[src/common/sar_readout_pkg.sv]
package sar_readout_pkg;

   localparam int          RESULT_W          = 18;
   localparam int          CONV_TIME_NS      = 1400;
   localparam int          CLK_PERIOD_NS     = 10;
   localparam int          CONV_CYCLES       = (CONV_TIME_NS + CLK_PERIOD_NS - 1) / CLK_PERIOD_NS;
   localparam int          FIFO_DEPTH        = 16;
   localparam int          CNT_W             = 8;
   localparam logic [17:0] RESULT_RESET      = 18'h00000;
   localparam logic [17:0] ALL_ONES          = 18'h3FFFF;
   localparam logic [17:0] MIDSCALE_CODE     = 18'h20000;
   localparam int          BIT_PAIR_HI       = 1;
   localparam int          MID_LO            = 2;
   localparam int          MID_HI            = 9;
   localparam int          PIN_LSB_PAIR16    = 2;
   localparam int          PIN_BYTE_LO       = 10;

   typedef enum logic [1:0] {
      ST_SAMPLE  = 2'b00,
      ST_CONVERT = 2'b01,
      ST_DONE    = 2'b11
   } conv_state_t;

endpackage : sar_readout_pkg

[src/verilog/sample_fifo.sv]
`timescale 1ns/1ps
module sample_fifo #(
   parameter int WIDTH = 18,
   parameter int DEPTH = 16
) (
   input  wire logic             clk,      // System clock.
   input  wire logic             sys_rst,  // Synchronous reset.
   input  wire logic [WIDTH-1:0] in_data,  // Write data.
   input  wire logic             in_valid, // Write request.
   output logic                  in_ready, // Not full.
   output logic      [WIDTH-1:0] out_data, // Head word.
   output logic                  out_valid,// Not empty.
   input  wire logic             out_ready // Drain accept.
);
   localparam int AW = $clog2(DEPTH);
   logic [WIDTH-1:0] mem_r [DEPTH];
   logic [AW-1:0]    wr_r;
   logic [AW-1:0]    rd_r;
   logic [AW:0]      cnt_r;
   logic             push;
   logic             pop;

   assign in_ready  = (cnt_r != DEPTH[AW:0]);
   assign out_valid = (cnt_r != '0);
   assign out_data  = mem_r[rd_r];
   assign push      = in_valid && in_ready;
   assign pop       = out_valid && out_ready;

   always_ff @(posedge clk) begin
      if (push) begin
         mem_r[wr_r] <= in_data;
      end
   end

   always_ff @(posedge clk) begin
      if (sys_rst) begin
         wr_r  <= '0;
         rd_r  <= '0;
         cnt_r <= '0;
      end else begin
         if (push) begin
            wr_r <= AW'(wr_r + 1'b1);
         end
         if (pop) begin
            rd_r <= AW'(rd_r + 1'b1);
         end
         cnt_r <= (AW+1)'(cnt_r + push - pop);
      end
   end
endmodule : sample_fifo

[src/verilog/sar_adc_parallel_readout.sv]
`timescale 1ns/1ps
module sar_adc_parallel_readout
   import sar_readout_pkg::*;
#(
   parameter int CONV_CYC = CONV_CYCLES
) (
   input  wire logic                clk,             // System clock, 100 MHz.
   input  wire logic                sys_rst,         // Synchronous reset, high.
   input  wire logic                convert_start_n, // Start strobe, low active.
   input  wire logic                chip_select_n,   // Chip select, low active.
   input  wire logic                read_n,          // Read strobe, low active.
   input  wire logic                lsb_pair_select, // Picks the two lowest bits.
   input  wire logic                low_group_select,// Folds low bits to upper byte.
   input  wire logic [RESULT_W-1:0] sample_code,     // Code from the comparator array.
   output logic                     busy,            // Conversion running.
   output logic                     sampling,        // Input tracking.
   output logic     [RESULT_W-1:0] result_pin_o,    // Result pin drive level.
   output logic     [RESULT_W-1:0] result_pin_oe,   // Result pin drive enable.
   output logic     [RESULT_W-1:0] fifo_word,       // Oldest buffered result.
   output logic                     fifo_valid,      // Buffered result present.
   input  wire logic                fifo_ready,      // Consumer takes buffered result.
   output logic                     fifo_full        // Buffer cannot accept.
);

   ////////////////////////////////////////////////////////////////////////////
   conv_state_t         state_r;
   logic [CNT_W-1:0]    cnt_r;
   logic                start_n_d_r;
   logic                cs_n_d_r;
   logic [RESULT_W-1:0] held_r;
   logic [RESULT_W-1:0] latch_r;
   logic [RESULT_W-1:0] view;
   logic                start_fall;
   logic                cs_fall;
   logic                finish;
   logic                abort;
   logic                fifo_in_ready;
   logic [RESULT_W-1:0] fifo_head;
   logic                fifo_head_valid;

   assign start_fall = start_n_d_r && !convert_start_n;
   assign cs_fall    = cs_n_d_r && !chip_select_n;
   assign abort      = (state_r == ST_CONVERT) && ((start_fall && !chip_select_n) || cs_fall);
   // A full buffer stalls completion so no result is ever dropped on the way out.
   assign finish     = (state_r == ST_CONVERT) && (cnt_r == CNT_W'(CONV_CYC - 1)) && fifo_in_ready && !abort;

   always_ff @(posedge clk) begin
      if (sys_rst) begin
         start_n_d_r <= 1'b1;
         cs_n_d_r    <= 1'b1;
      end else begin
         start_n_d_r <= convert_start_n;
         cs_n_d_r    <= chip_select_n;
      end
   end

   ////////////////////////////////////////////////////////////////////////////
   always_ff @(posedge clk) begin
      if (sys_rst) begin
         state_r <= ST_SAMPLE;
         cnt_r   <= '0;
      end else begin
         case (state_r)
            ST_SAMPLE: begin
               if (start_fall && !chip_select_n) begin
                  state_r <= ST_CONVERT;
                  cnt_r   <= '0;
               end
            end
            ST_CONVERT: begin
               if (abort || finish) begin
                  state_r <= ST_DONE;
               end else if (cnt_r != CNT_W'(CONV_CYC - 1)) begin
                  cnt_r <= CNT_W'(cnt_r + 1'b1);
               end
            end
            ST_DONE: begin
               state_r <= ST_SAMPLE;
            end
            default: begin
               state_r <= ST_SAMPLE;
            end
         endcase
      end
   end

   always_ff @(posedge clk) begin
      if (sys_rst) begin
         busy <= 1'b0;
      end else if (state_r == ST_SAMPLE && start_fall && !chip_select_n) begin
         busy <= 1'b1;
      end else if (abort || finish) begin
         busy <= 1'b0;
      end
   end

   // Tracking resumes one cycle after busy falls when selected, or on a later select fall.
   always_ff @(posedge clk) begin
      if (sys_rst) begin
         sampling <= 1'b1;
      end else if (state_r == ST_SAMPLE && start_fall && !chip_select_n) begin
         sampling <= 1'b0;
      end else if (state_r == ST_DONE && !chip_select_n) begin
         sampling <= 1'b1;
      end else if (state_r == ST_SAMPLE && !busy && cs_fall) begin
         sampling <= 1'b1;
      end
   end

   always_ff @(posedge clk) begin
      if (sys_rst) begin
         held_r <= RESULT_RESET;
      end else if (state_r == ST_SAMPLE && start_fall) begin
         held_r <= sample_code;
      end
   end

   always_ff @(posedge clk) begin
      if (sys_rst) begin
         latch_r <= RESULT_RESET;
      end else if (abort) begin
         latch_r <= RESULT_RESET;
      end else if (finish) begin
         latch_r <= held_r;
      end
   end

   ////////////////////////////////////////////////////////////////////////////
   always_comb begin
      view = ALL_ONES;
      case ({low_group_select, lsb_pair_select})
         2'b00: view = latch_r;
         2'b01: view[PIN_LSB_PAIR16 +: 2] = latch_r[BIT_PAIR_HI -: 2];
         2'b10: view[RESULT_W-1 -: 8] = latch_r[MID_HI -: 8];
         2'b11: view[PIN_BYTE_LO +: 2] = latch_r[BIT_PAIR_HI -: 2];
         default: view = ALL_ONES;
      endcase
   end

   // The view follows the selects every cycle, so a held-low read still tracks.
   always_ff @(posedge clk) begin
      if (sys_rst) begin
         result_pin_o  <= RESULT_RESET;
         result_pin_oe <= '0;
      end else begin
         result_pin_o  <= view;
         result_pin_oe <= {RESULT_W{!chip_select_n && !read_n}};
      end
   end

   ////////////////////////////////////////////////////////////////////////////
   sample_fifo #(
      .WIDTH (RESULT_W),
      .DEPTH (FIFO_DEPTH)
   ) u_fifo (
      .clk       (clk),
      .sys_rst   (sys_rst),
      .in_data   (held_r),
      .in_valid  (finish),
      .in_ready  (fifo_in_ready),
      .out_data  (fifo_head),
      .out_valid (fifo_head_valid),
      .out_ready (fifo_ready)
   );

   always_ff @(posedge clk) begin
      if (sys_rst) begin
         fifo_word  <= '0;
         fifo_valid <= 1'b0;
         fifo_full  <= 1'b0;
      end else begin
         fifo_word  <= fifo_head;
         fifo_valid <= fifo_head_valid;
         fifo_full  <= !fifo_in_ready;
      end
   end
endmodule : sar_adc_parallel_readout

[config.mk]
export PLATFORM = sky130hd
export DESIGN_NAME = sar_adc_parallel_readout
export DESIGN_NICKNAME = d
export VERILOG_FILES = /design/src/common/sar_readout_pkg.sv /design/src/verilog/sample_fifo.sv /design/src/verilog/sar_adc_parallel_readout.sv
export SDC_FILE = /design/constraint.sdc
export NUM_CORES = 1
export LEC_CHECK = 0
export BUFFER_PORTS_ARGS = -buffer_cell sky130_fd_sc_hd__buf_2
export CAP_MARGIN = 5
export CORE_MARGIN = 2
export CORE_UTILIZATION = 38
export DETAILED_ROUTE_END_ITERATION = 7
export REMOVE_ABC_BUFFERS = 1
export SYNTH_ARGS = -nofsm -noshare
export SYNTH_HDL_FRONTEND = slang
export SYNTH_SLANG_ARGS = --single-unit
[constraint.sdc]
create_clock -name clk -period 4.5 [get_ports clk]
set_input_delay 0.9 -clock clk [delete_from_list [all_inputs] [get_ports clk]]
set_output_delay 0.9 -clock clk [all_outputs]
set_load 0.005 [all_outputs]
* After elaboration in Yosys (flattened, before gate mapping)
Memories as Yosys holds them, arrays and structs flattened. A register that Yosys moved wholly into a read port is not among the register bits.
Index checks and enable logic that the tools add are counted.
** Operators by class
- Add/sub/neg operators :: 5
- Multiplexer cells :: 19
- Equal/unequal tests :: 12
- Reductions and logical operators :: 32
** Operators with widths (count)
- 2-to-1 mux 8 bit :: 3
- case mux 8 bit (2 select lines) :: 1
- logical AND 1 bit :: 15
- case mux 6 bit (2 select lines) :: 1
- adder 4 x 1 -> 4 bit, second input constant :: 2
- adder 8 x 1 -> 8 bit, second input constant :: 1
- equality test 8 bit, second input constant :: 1
- inequality test 8 bit, second input constant :: 1
- case mux 2 bit (2 select lines) :: 2
- 2-to-1 mux 1 bit :: 7
- equality test 2 bit, second input constant :: 3
- logical NOT 1 bit :: 6
- 2-to-1 mux 2 bit :: 3
- 2-to-1 mux 6 bit :: 1
- case mux 2 bit (3 select lines) :: 1
- adder 5 x 1 -> 5 bit :: 1
- inequality test 5 bit, second input constant :: 1
- nonzero test 5 bit :: 1
- subtractor 5 x 1 -> 5 bit :: 1
- equality test 2 x 1 -> 1 bit, second input constant :: 2
- logical NOT 2 bit :: 2
- inequality test 2 x 1 -> 1 bit, second input constant :: 2
- inequality test 2 bit, second input constant :: 2
- AND reduction 4 bit :: 1
- 5 further kinds :: 7
** Storage, ports and cells
- Word-level logic and storage cells :: 84
- Memories :: 1
- Memory bits (writable) :: 288
- Bits of input ports :: 26
- Output and inout port bits :: 58
- Register bits after elaboration :: 84
** Memories
- u_fifo.mem_r :: words 16, width 18, read ports 1, clocked after memory_dff 1, wr ports 1, RTL line sample_fifo.sv:16 : logic [WIDTH-1:0] mem_r [DEPTH];

* Depth between registers and ports, before layout
Gate-level depths: netlist (run 1).
- Word-level depth :: 10
- Gate-level depth with buffers :: 14
- Mapped depth without buffers :: 14

* By module
From an unflattened synthesis (run 1), not the netlist that was laid out.
** Second synthesis, totals
- Cell total of the unflattened synthesis :: 891
- Area total of the unflattened synthesis :: 15063.2 um2
** By module, submodules not included
- sample_fifo :: area each 11786.3 um2, instances 1, seq. area each 8988.6 um2, cells each 551
- sar_adc_parallel_readout :: area each 3276.9 um2, instances 1, seq. area each 1781.7 um2, cells each 340

* Worst setup path after synthesis (run 1)
No wires, ideal clock.
- Path kind :: input -> register
- Start :: input convert_start_n
- End :: memory u_fifo.mem_r[3][0] (enable)
- Cell stages on the path :: 4
- Path slack :: 1.323 ns
- Buffers on the path :: 0
- Arrival :: 2.762 ns
- Library setup time :: 0.416 ns
- Data required time :: 4.084 ns
- Cells stage by stage :: nor2b_1 -> o211ai_2 -> nand3_1 -> nor3_1
** On the way
- Cells in the longest elaborated chain, start to end :: 10
** RTL lines
- start: declaration :: RTL line sar_adc_parallel_readout.sv:9 : input wire logic convert_start_n,
- logical NOT 1 bit :: RTL line sar_adc_parallel_readout.sv:41 : assign start_fall = start_n_d_r && !convert_start_n;
- logical AND 1 bit :: RTL line sar_adc_parallel_readout.sv:41
- logical AND 1 bit :: RTL line sar_adc_parallel_readout.sv:43 : assign abort = (state_r == ST_CONVERT) && ((start_fall && !chip_select_n) || cs_fall);
- logical OR 1 bit :: RTL line sar_adc_parallel_readout.sv:43
- logical AND 1 bit :: RTL line sar_adc_parallel_readout.sv:43
- logical NOT 1 bit :: RTL line sar_adc_parallel_readout.sv:45 : assign finish = (state_r == ST_CONVERT) && (cnt_r == CNT_W'(CONV_CYC - 1)) && fifo_in_ready && !abort;
- logical AND 1 bit :: RTL line sar_adc_parallel_readout.sv:45
- logical AND 1 bit :: RTL line sample_fifo.sv:26 : assign push = in_valid && in_ready;
- 2-to-1 mux 1 bit :: RTL line sample_fifo.sv:30 : if (push) begin
- 2-to-1 mux 1 bit (implied by the code) :: RTL line sample_fifo.sv:31 : mem_r[wr_r] <= in_data;
- end: declaration :: RTL line sample_fifo.sv:16
No other way between the ends.

* Final worst setup path (run 1)
- Start :: register state_r[0]
- End :: register u_fifo.cnt_r[4]
** On the way
- Cells in the longest elaborated chain, start to end :: 7
- Elaborated cells on any way between the ends :: 9
- Classes of those cells :: add/sub: 2; eq/ne: 1; reduce/logical: 6
** RTL lines
- start: declaration :: RTL line sar_adc_parallel_readout.sv:26 : conv_state_t state_r;
- start signal: assignment :: RTL line sar_adc_parallel_readout.sv:60 : state_r <= ST_SAMPLE;
- start signal: assignment :: RTL line sar_adc_parallel_readout.sv:66 : state_r <= ST_CONVERT;
- start signal: assignment :: RTL line sar_adc_parallel_readout.sv:72 : state_r <= ST_DONE;
- equality test 2 x 1 -> 1 bit (*) :: RTL line sar_adc_parallel_readout.sv:43, sar_adc_parallel_readout.sv:45
- logical AND 1 bit (on tied branches) :: RTL line sar_adc_parallel_readout.sv:45, sar_adc_parallel_readout.sv:43
- logical AND 1 bit / logical NOT 1 bit (equally long branches) :: RTL line sar_adc_parallel_readout.sv:45
- logical AND 1 bit (*) :: RTL line sar_adc_parallel_readout.sv:45
- logical AND 1 bit (*) :: RTL line sample_fifo.sv:26
- adder 5 x 1 -> 5 bit (*) :: RTL line sample_fifo.sv:47 : cnt_r <= (AW+1)'(cnt_r + push - pop);
- subtractor 5 x 1 -> 5 bit (*) :: RTL line sample_fifo.sv:47
- end signal: assignment :: RTL line sample_fifo.sv:47
- end: declaration :: RTL line sample_fifo.sv:19 : logic [AW:0] cnt_r;
Every way passes the cells marked *; elsewhere a longest branch is shown, timed or not.
A chain may end at the register's enable or synchronous reset.

==> reports/results.md, run 1 <==
• **area of placed instances** 15700 µm²
• **count of synthesis-stage warnings from yosys** 0
• **Post-CTS Setup Repair Bufs** 0
• **number of levels in the clock H-tree** 2
• **wire length of the first global-routing pass** 50500 µm
• **area leader, netlist** sky130_fd_sc_hd__edfxtp_1
• **measured slew at the worst slew-check pin** 1.09 ns
• **cell count after synthesis** 884
• **Critical Path Fanout Max** 14
• **average size of a mapped cell** 16.8 µm²
• **placer's final routability congestion estimate** 0.780
• **setup TNS** 0 ns
• **area of the die** 40600 µm²
• **Antenna diodes** 0
• **Synth async-reset ratio** 0
• **slowest cell on the critical path** sky130_fd_sc_hd__and4_1
• **type of destination of the critical path** register
• **Die Span Y** 201 µm
• **cells along the critical path** nor2b_1, and4_1, nand2_2, inv_2, ha_1, inv_1, fa_1, nor2b_1, o21bai_1, a21oi_1, nor3b_1
• **area of the core region** 38600 µm²
• **Die X** 201 µm
• **standard-cell row count** 72
• **sequential cell area fraction in the yosys report** 0.722
• **Root Buffer Master** sky130_fd_sc_hd__clkbuf_16
• **Via Count** 7935
• **post-route DRC violation count** 0
• **total standard cell area after synthesis** 14800 µm²
• **Worst setup startpoint** state_r[0]
• **final critical-path required period** 3.23 ns
• **flops & latches, synth** 390
• **insertion delay of the later-clocked pin in the worst-skew pair** 0.54 ns
• **design internal power** 6430 µW
• **Critical Path AT** 3.63 ns
• **hold_ws** 0.497 ns
• **number of antenna violations at the first check in global routing** 1
• **required arrival time at the worst endpoint** 4.89 ns
• **setup repair after global routing missed its margin** no
• **wire length per cell after detailed routing** 22.1 µm
• **CTS Hold Buffers Added** 0
• **leading cell type in the layout, fill and taps excluded** sky130_fd_sc_hd__edfxtp_1
• **worst reg2reg setup slack** 1.27 ns
• **power density over cell area** 497 nW/µm²
• **filler instances** 3442
• **CTS tree** yes
• **I/O Buffers** 83
• **maximum clock frequency** 309 MHz
• **classification of the worst setup path** register to register
• **clk sink count** 390
• **part of the total power dissipated in sequential elements** 0.499
• **capturing point of the worst reg2reg path** u_fifo.cnt_r[4]
• **worst setup path endpoint** u_fifo.cnt_r[4]
• **Max Slew Vio Count** 0
• **number of placed instances, taps included** 1439
• **Bufs on Longest Clock Path** 3
• **post-synthesis to final-layout area growth** 15.2%
• **Crit Reg-Reg Startpoint** state_r[0]
• **cell depth of the worst flop-to-flop path** 11
• **count of nets left with antenna violations after detail routing** 0
• **number of enable flip-flop cells after synthesis** 288
• **detailed-placement wirelength estimate** 21900 µm
• **Worst path max stage delay** 0.54 ns
• **final hold vios** 0
• **Detailed Routing Iterations Pass 1** 7
• **overall global routing resource usage** 0.167
• **post-route fraction of the period consumed by the critical path** 0.718
• **switching power share of the total** 0.242
• **clock input transition at the sequential cells of the worst setup and hold paths** 0.06 ns
• **number of design-rule violations left by the first detailed-router iteration** 573
• **post-route non-filler standard cell count** 1515
• **startpoint class of the critical path** register
• **number of gates resized after cts** 0
• **fraction of post-synthesis cell area in the top cell type by area** 0.584
• **Via density** 5.24
• **most used cells in the layout excluding fill and tap cells** sky130_fd_sc_hd__edfxtp_1 (288), sky130_fd_sc_hd__dfxtp_1 (99), sky130_fd_sc_hd__buf_2 (83)
• **Top cell by count, worst path** sky130_fd_sc_hd__nor2b_1
• **grt ovf** 0
• **fraction of power consumed by the clock network** 0.388
• **most common flop cell mapped by yosys** sky130_fd_sc_hd__edfxtp_1
• **count of distinct cell types in the synthesized netlist** 57
• **type of the most critical hold path** register to register
• **outcome** finished clean
• **I/O pins** 84
• **power dissipated by switching net loads** 2050 µW
• **VDD IR-drop max** 255 µV
• **number of global-route vias before repair** 8025
• **Slew Limit Headroom** 0.270
• **layout cells sized above 1** 0.290
• **Clock Skews** 0.0122 ns
• **Lkg Pwr** 0.00558 µW
• **post-route cell area** 17100 µm²
• **Initial Utilization** 0.384
• **Setup violations, final** 0
• **Total Routed Length** 33500 µm
• **TritonCTS Buffers** 41
• **Synth area leaders** sky130_fd_sc_hd__edfxtp_1 (58%), sky130_fd_sc_hd__dfxtp_1 (14%), sky130_fd_sc_hd__mux4_2 (11%)
• **number of nets at the end of the flow** 1003
• **maxcap violations** 0
• **share of power burned in combinational logic** 0.113
• **maximum number of pins on one net before global-route repair** 50
## Yosys cell counts (4+ instances only)
master,count
sky130_fd_sc_hd__a21oi_1,26
sky130_fd_sc_hd__nand3_1,34
sky130_fd_sc_hd__o21ai_0,6
sky130_fd_sc_hd__nor2_1,48
sky130_fd_sc_hd__buf_4,21
sky130_fd_sc_hd__inv_1,16
sky130_fd_sc_hd__nor3_1,9
sky130_fd_sc_hd__ha_1,12
sky130_fd_sc_hd__nand2_1,82
sky130_fd_sc_hd__nor2b_1,18
sky130_fd_sc_hd__a22oi_1,18
sky130_fd_sc_hd__clkbuf_1,18
sky130_fd_sc_hd__buf_1,7
sky130_fd_sc_hd__xor2_1,4
sky130_fd_sc_hd__buf_2,14
sky130_fd_sc_hd__edfxtp_1,288
sky130_fd_sc_hd__nand2b_1,4
sky130_fd_sc_hd__mux4_2,72
sky130_fd_sc_hd__o31ai_1,4
sky130_fd_sc_hd__dfxtp_1,102
sky130_fd_sc_hd__o221a_2,19
sky130_fd_sc_hd__a211oi_1,8
## cell type report
class	count	area (µm²)	area share
Clock buffer	58	1190	0.0700
Tap cell	518	648	0.0380
Clock inverter	18	145	0.00851
Multi-Input combinational cell	416	3780	0.222
Sequential cell	390	10700	0.627
Inverter	17	63.8	0.00374
Timing Repair Buffer	98	528	0.0310
## worst max-delay path: cells and delay by family, from the launching register on
kind	cells	cell delay, ns
adder cells (fa/ha/maj)	2	0.62
AND/OR/NAND/NOR	5	1.44
AO/OA/AOI/OAI	2	0.25
flip-flops	1	0.48
buffers and inverters	2	0.31
## flip-flops by register name (all words and copies together), names as in the netlist, 2 cells and up
register / cells
result_pin_o: 18
cnt_r: 8
u_fifo.wr_r: 4
u_fifo.cnt_r: 5
state_r: 2
held_r: 18
u_fifo.mem_r: 288
latch_r: 18
fifo_word: 18
u_fifo.rd_r: 4
## power by group through the flow
stage | clock (µW) | combinational [µW] | sequential, µW
global route | 3500 | 1050 | 4270
floorplan | 0 | 671 | 4250
detailed placement | 0 | 978 | 4320
finish | 3290 | 960 | 4230
CTS | 3360 | 982 | 4240
global placement | 0 | 980 | 4320
## per-layer routing
layer,track usage,wire [µm],up-vias,part of all wire
met3,0.0248,1800,48,0.054
met1,0.229,14400,4058,0.43
li1,-,-,3583,-
met2,0.276,16500,244,0.49
met5,0,7,-,0.00021
met4,0.0491,730,2,0.022
## how the worst min path moves through the flow
stage / depth (start not counted) / end / from
final: 2 / cnt_r[1] / cnt_r[1]
after global routing: 2 / result_pin_oe[0] / read_n
after CTS: 2 / cnt_r[1] / cnt_r[1]
after detailed placement: 2 / cnt_r[1] / cnt_r[1]
after global placement: 2 / cnt_r[1] / cnt_r[1]
after floorplan: 2 / cnt_r[1] / cnt_r[1]
## per-stage QoR
stage          total power, µW  setup WS (ns)  utilization
4_1_cts                   8580           1.24        0.442
5_1_grt                   8810           1.02        0.442
3_3_place_gp              5300           1.32        0.408
6_report                  8480           1.27        0.442
3_5_place_dp              5300           1.24        0.408
2_1_floorplan             4920          0.350            -
## logic make-up after synthesis
kind of cell,Yosys count,synth area share
DFF,390,0.722
muxes,77,0.113
AOI/OAI and AO/OA,99,0.0512
adders and majority gates,13,0.0115
buffers and inverters,78,0.0268
and+or+nand+nor,222,0.0728
xor gates and xnor gates,5,0.00296
Power figures use the tool's default switching activity.
==> run 2, diff against run 1 <==
==> constraint.sdc (replaced) <==
create_clock -name clk -period 3.1 [get_ports clk]
set_input_delay 0.62 -clock clk [delete_from_list [all_inputs] [get_ports clk]]
set_output_delay 0.62 -clock clk [all_outputs]
set_load 0.005 [all_outputs]
==> reports/results.md, run 2 (synthesis results as in run 1) <==
• **Via Count** 8230
• **switching power share of the total** 0.237
• **design internal power** 9530 µW
• **Via density** 5.32
• **type of destination of the critical path** register
• **CTS tree** yes
• **clk sink count** 390
• **area of placed instances** 16000 µm²
• **fraction of power consumed by the clock network** 0.397
• **post-route fraction of the period consumed by the critical path** 0.906
• **number of nets at the end of the flow** 1034
• **Slew Limit Headroom** 0.167
• **setup repair after global routing missed its margin** no
• **Detailed Routing Iterations Pass 1** 5
• **Bufs on Longest Clock Path** 3
• **area of the die** 40600 µm²
• **Lkg Pwr** 0.00578 µW
• **setup TNS** 0 ns
• **number of global-route vias before repair** 8325
• **Total Routed Length** 33700 µm
• **area of the core region** 38600 µm²
• **overall global routing resource usage** 0.168
• **type of the most critical hold path** primary input to register
• **post-synthesis to final-layout area growth** 17.4%
• **TritonCTS Buffers** 41
• **Root Buffer Master** sky130_fd_sc_hd__clkbuf_16
• **Initial Utilization** 0.384
• **final critical-path required period** 2.81 ns
• **share of power burned in combinational logic** 0.121
• **flip-flop count of the largest register, all copies and words added** 288
• **number of levels in the clock H-tree** 2
• **clock input transition at the sequential cells of the worst setup and hold paths** 0.06 ns
• **classification of the worst setup path** register to register
• **detailed-placement wirelength estimate** 21400 µm
• **Post-CTS Setup Repair Bufs** 0
• **VDD IR-drop max** 436 µV
• **required arrival time at the worst endpoint** 3.49 ns
• **maximum number of pins on one net before global-route repair** 59
• **post-route DRC violation count** 0
• **number of antenna violations at the first check in global routing** 0
• **cell depth of the worst flop-to-flop path** 14
• **outcome** finished clean
• **Clock Skews** 0.0302 ns
• **Die X** 201 µm
• **part of the total power dissipated in sequential elements** 0.482
• **grt ovf** 0
• **Critical Path AT** 3.20 ns
• **Antenna diodes** 0
• **Die Span Y** 201 µm
• **startpoint class of the critical path** register
• **Max Slew Vio Count** 0
• **final hold vios** 0
• **count of nets left with antenna violations after detail routing** 0
• **wire length per cell after detailed routing** 21.8 µm
• **measured slew at the worst slew-check pin** 1.24 ns
• **layout cells sized above 1** 0.311
• **wire length of the first global-routing pass** 51200 µm
• **number of design-rule violations left by the first detailed-router iteration** 619
• **power dissipated by switching net loads** 2960 µW
• **post-route cell area** 17400 µm²
• **most used cells in the layout excluding fill and tap cells** sky130_fd_sc_hd__edfxtp_1 (288), sky130_fd_sc_hd__dfxtp_1 (99), sky130_fd_sc_hd__buf_2 (83)
• **Setup violations, final** 0
• **I/O pins** 84
• **largest register by flop count** u_fifo.mem_r
• **leading cell type in the layout, fill and taps excluded** sky130_fd_sc_hd__edfxtp_1
• **power density over cell area** 719 nW/µm²
• **placer's final routability congestion estimate** 0.773
• **Worst Hold Path Cells** 2
• **Critical Path Fanout Max** 5
• **standard-cell row count** 72
• **CTS Hold Buffers Added** 0
• **maximum clock frequency** 356 MHz
• **maxcap violations** 0
• **I/O Buffers** 83
• **insertion delay of the later-clocked pin in the worst-skew pair** 0.56 ns
## run 2: worst paths after layout
check | startpoint | endpoint | slack [ns]
setup / recovery | u_fifo.cnt_r[3] | u_fifo.cnt_r[4] | 0.29
setup reg to reg | u_fifo.cnt_r[3] | u_fifo.cnt_r[4] | 0.29
hold reg to reg | cnt_r[1] | cnt_r[1] | 0.49
hold / removal | read_n | result_pin_oe[0] | 0.22
## run 2: area by class of cell
type                    count  area, µm²
clock inverters            21        254
repair buffers            129        798
inverters                  17       63.8
clock buffers              55       1140
multi-input cells         416       3790
fillers                  3467      21200
flip-flops and latches    390      10700
well taps                 518        648
## run 2: critical path, stage by stage (launching register included)
cell and delay, ns:
sky130_fd_sc_hd__dfxtp_1 0.32, sky130_fd_sc_hd__inv_1 0.08, sky130_fd_sc_hd__ha_1 0.15, sky130_fd_sc_hd__or4b_4 0.49, sky130_fd_sc_hd__nand2_1 0.14, sky130_fd_sc_hd__inv_1 0.06
sky130_fd_sc_hd__ha_1 0.28, sky130_fd_sc_hd__inv_1 0.06, sky130_fd_sc_hd__ha_1 0.16, sky130_fd_sc_hd__inv_1 0.06, sky130_fd_sc_hd__fa_1 0.40, sky130_fd_sc_hd__nor2b_1 0.16
sky130_fd_sc_hd__o21bai_1 0.09, sky130_fd_sc_hd__a21oi_1 0.15, sky130_fd_sc_hd__nor3b_1 0.06
## run 2: metrics by stage
step / power [µW] / hold slack (ns) / instances / utilization / worst slack [ns]
floorplan: 7150 / 0.461 / 823 / - / -1.05
global placement: 7660 / 0.485 / 1470 / 0.415 / 0.305
detailed placement: 7670 / 0.487 / 1470 / 0.415 / 0.237
CTS: 12600 / 0.207 / 1546 / 0.451 / 0.228
global route: 13000 / 0.217 / 1546 / 0.451 / 0.00422
finish: 12500 / 0.224 / 1546 / 0.451 / 0.290
## run 2: power groups by stage
stage	clock, µW	sequential [µW]	combinational [µW]
floorplan	0	6180	973
global placement	0	6130	1530
detailed placement	0	6140	1530
CTS	5070	6030	1540
global route	5280	6050	1680
finish	4960	6020	1520
## run 2: repair_timing
| item | CTS | global route |
|---|---|---|
| endpoints found under the hold margin | 0 | 0 |
| resized for setup | 0 | 1 |
| setup endpoints to repair | 0 | 1 |
## run 2: routing by layer
layer | GRT usage | vias up | part of all wire | wire, µm
li1 | - | 3648 | - | -
met1 | 0.235 | 4242 | 0.44 | 14900
met2 | 0.267 | 279 | 0.47 | 15800
met3 | 0.0282 | 61 | 0.064 | 2140
met4 | 0.0557 | 0 | 0.026 | 881
met5 | 0 | - | 0 | 0
==> run 3, diff against run 2 <==
--- a/config.mk
+++ b/config.mk
@@ -5,6 +5,7 @@
 export SDC_FILE = /design/constraint.sdc
 export NUM_CORES = 1
 export LEC_CHECK = 0
+export ABC_AREA = 1
 export BUFFER_PORTS_ARGS = -buffer_cell sky130_fd_sc_hd__buf_2
 export CAP_MARGIN = 5
 export CORE_MARGIN = 2
==> reports/results.md, run 3 <==
• **Die Span Y** 204 µm
• **maximum clock frequency** 376 MHz
• **Total Routed Length** 37800 µm
• **layout cells sized above 1** 0.153
• **Hold Crit Endpoint** result_pin_oe[0]
• **Synth async-reset ratio** 0
• **clk sink count** 390
• **final setup margin** 0.444 ns
• **Bufs on Longest Clock Path** 3
• **cell depth of the worst flop-to-flop path** 11
• **measured slew at the worst slew-check pin** 0.836 ns
• **post-route DRC violation count** 0
• **number of enable flip-flop cells after synthesis** 288
• **clock input transition at the sequential cells of the worst setup and hold paths** 0.06 ns
• **final hold vios** 0
• **hold_ws** 0.244 ns
• **cell count after synthesis** 1317
• **I/O pins** 84
• **number of design-rule violations left by the first detailed-router iteration** 895
• **fraction of power consumed by the clock network** 0.375
• **Critical Path AT** 3.12 ns
• **number of gates resized after cts** 0
• **count of nets left with antenna violations after detail routing** 0
• **filler instances** 3651
• **part of the total power dissipated in sequential elements** 0.474
• **post-route non-filler standard cell count** 1942
• **Worst Hold Path Cells** 2
• **setup repair after global routing missed its margin** no
• **insertion delay of the later-clocked pin in the worst-skew pair** 0.54 ns
• **worst reg2reg setup slack** 0.44 ns
• **most common flop cell mapped by yosys** sky130_fd_sc_hd__edfxtp_1
• **outcome** finished clean
• **Root Buffer Master** sky130_fd_sc_hd__clkbuf_16
• **area leader, netlist** sky130_fd_sc_hd__edfxtp_1
• **grt ovf** 0
• **Lkg Pwr** 0.00615 µW
• **Synth area leaders** sky130_fd_sc_hd__edfxtp_1 (57%), sky130_fd_sc_hd__dfxtp_1 (13%), sky130_fd_sc_hd__nor2_1 (7.1%)
• **sequential cell area fraction in the yosys report** 0.700
• **area of the core region** 39700 µm²
• **area of the die** 41800 µm²
• **Setup violations, final** 0
• **maximum number of pins on one net before global-route repair** 147
• **Via Count** 10150
• **type of the most critical hold path** primary input to register
• **capturing point of the worst reg2reg path** u_fifo.cnt_r[4]
• **flops & latches, synth** 390
• **required arrival time at the worst endpoint** 3.56 ns
• **CTS tree** yes
• **Critical Path Fanout Max** 21
• **post-route fraction of the period consumed by the critical path** 0.857
• **CTS Hold Buffers Added** 0
• **Slew Limit Headroom** 0.442
• **Antenna diodes** 0
• **Worst setup startpoint** cnt_r[0]
• **Post-CTS Setup Repair Bufs** 0
• **Initial Utilization** 0.384
• **startpoint class of the critical path** register
• **worst setup slack before clock tree synthesis** 0.467 ns
• **Detailed Routing Iterations Pass 1** 5
• **detailed-placement wirelength estimate** 23100 µm
• **Max Slew Vio Count** 0
• **design internal power** 9310 µW
• **fraction of post-synthesis cell area in the top cell type by area** 0.566
• **largest register by flop count** u_fifo.mem_r
• **Layout Utilization** 0.442
• **classification of the worst setup path** register to register
• **number of nets at the end of the flow** 1425
• **I/O Buffers** 83
• **share of power burned in combinational logic** 0.151
• **Via density** 5.23
• **average size of a mapped cell** 11.6 µm²
• **final critical-path required period** 2.66 ns
• **TritonCTS Buffers** 41
• **number of placed instances, taps included** 1868
• **number of global-route vias before repair** 9722
• **maxcap violations** 0
• **power density over cell area** 728 nW/µm²
• **Crit Reg-Reg Startpoint** cnt_r[0]
• **count of synthesis-stage warnings from yosys** 0
• **wire length per cell after detailed routing** 19.5 µm
• **type of destination of the critical path** register
• **leading cell type in the layout, fill and taps excluded** sky130_fd_sc_hd__edfxtp_1
• **flip-flop count of the largest register, all copies and words added** 288
• **standard-cell row count** 73
• **number of levels in the clock H-tree** 2
• **power dissipated by switching net loads** 3470 µW
• **number of antenna violations at the first check in global routing** 2
• **overall global routing resource usage** 0.182
• **wire length of the first global-routing pass** 57700 µm
• **Post-synth top cells** sky130_fd_sc_hd__edfxtp_1 (288), sky130_fd_sc_hd__nor2_1 (288), sky130_fd_sc_hd__o21ai_0 (189)
• **count of distinct cell types in the synthesized netlist** 34
• **Clock Skews** 0.0172 ns
• **switching power share of the total** 0.271
• **post-synthesis to final-layout area growth** 14.9%
• **launch instance of the worst min-delay path** read_n
• **placer's final routability congestion estimate** 0.800
• **most used cells in the layout excluding fill and tap cells** sky130_fd_sc_hd__edfxtp_1 (288), sky130_fd_sc_hd__nor2_1 (272), sky130_fd_sc_hd__o21ai_0 (189)
• **Die X** 204 µm
• **total standard cell area after synthesis** 15300 µm²
• **VDD IR-drop max** 458 µV
==> run 3: cell count changes in the layout (fill, tap and decap cells not counted), moves of 16 or more <==
cell                       delta
sky130_fd_sc_hd__a21oi_1     +40
sky130_fd_sc_hd__o211ai_1    +71
sky130_fd_sc_hd__nand2_1     -38
sky130_fd_sc_hd__inv_1       +42
sky130_fd_sc_hd__nand3_1     +16
sky130_fd_sc_hd__mux4_2      -72
sky130_fd_sc_hd__o221a_2     -19
sky130_fd_sc_hd__o21ai_0    +183
sky130_fd_sc_hd__a22oi_1     -18
sky130_fd_sc_hd__nor2b_1     -18
sky130_fd_sc_hd__nor2_1     +236
==> run 3: layout make-up <==
type                    count  area, µm²  share of cell area
inverters                  68        256              0.0146
flip-flops and latches    390      10700               0.610
well taps                 525        657              0.0374
repair buffers            117        708              0.0404
clock inverters            14       91.3             0.00521
multi-input cells         768       3890               0.222
clock buffers              60       1240              0.0707
==> run 3: stage by stage <==
stage / area (µm²) / total power [µW] / setup TNS, ns
6_report: 17500 / 12800 / 0
5_1_grt: 17500 / 13400 / 0
4_1_cts: 17500 / 12900 / 0
3_5_place_dp: 16200 / 8100 / 0
3_3_place_gp: 16200 / 8080 / 0
2_1_floorplan: 14800 / 7290 / -30.87
==> run 3: power by group through the flow <==
stage / clock [µW] / combinational, µW / sequential (µW)
2_1_floorplan: 0 / 1100 / 6190
3_3_place_gp: 0 / 1900 / 6170
3_5_place_dp: 0 / 1930 / 6180
4_1_cts: 4870 / 1940 / 6070
5_1_grt: 5090 / 2170 / 6090
6_report: 4790 / 1930 / 6060
==> run 3: worst max-delay path, cell delays in order, from the launching register on <==
cell and delay [ns]:
sky130_fd_sc_hd__dfxtp_1 0.40, sky130_fd_sc_hd__ha_1 0.24, sky130_fd_sc_hd__nand3_1 0.12, sky130_fd_sc_hd__inv_1 0.13, sky130_fd_sc_hd__nand3_4 0.26, sky130_fd_sc_hd__nor2_8 0.17
sky130_fd_sc_hd__ha_1 0.18, sky130_fd_sc_hd__inv_1 0.06, sky130_fd_sc_hd__fa_1 0.44, sky130_fd_sc_hd__o31ai_1 0.33, sky130_fd_sc_hd__o21ai_0 0.12, sky130_fd_sc_hd__a21oi_1 0.13
==> run 3: how the worst max path moves through the flow <==
stage | cells past startpoint | to | slack (ns)
after floorplan | 5 | fifo_word[0] | -1.54
after detailed placement | 13 | u_fifo.cnt_r[4] | 0.47
after global routing | 11 | u_fifo.cnt_r[4] | 0.24
after CTS | 11 | u_fifo.cnt_r[4] | 0.45
after global placement | 13 | u_fifo.cnt_r[4] | 0.51
final | 11 | u_fifo.cnt_r[4] | 0.44
==> run 3: cell families (layout without fill, tap and decap cells) <==
family / Yosys count / in the layout / share of synthesized area
compound gates: 342 / 342 / 0.126
xor+xnor: 4 / 4 / 0.00229
fa+ha+maj: 13 / 13 / 0.0111
buf+inv: 159 / 259 / 0.0477
flops: 390 / 390 / 0.700
simple gates: 409 / 409 / 0.112
==> run 3: routing by layer <==
| layer | share of wire | up-vias | global-route usage |
|---|---|---|---|
| li1 | - | 4804 | - |
| met4 | 0.023 | 0 | 0.0528 |
| met2 | 0.47 | 335 | 0.293 |
| met3 | 0.064 | 51 | 0.0300 |
| met1 | 0.45 | 4960 | 0.254 |
| met5 | 0 | - | 0 |
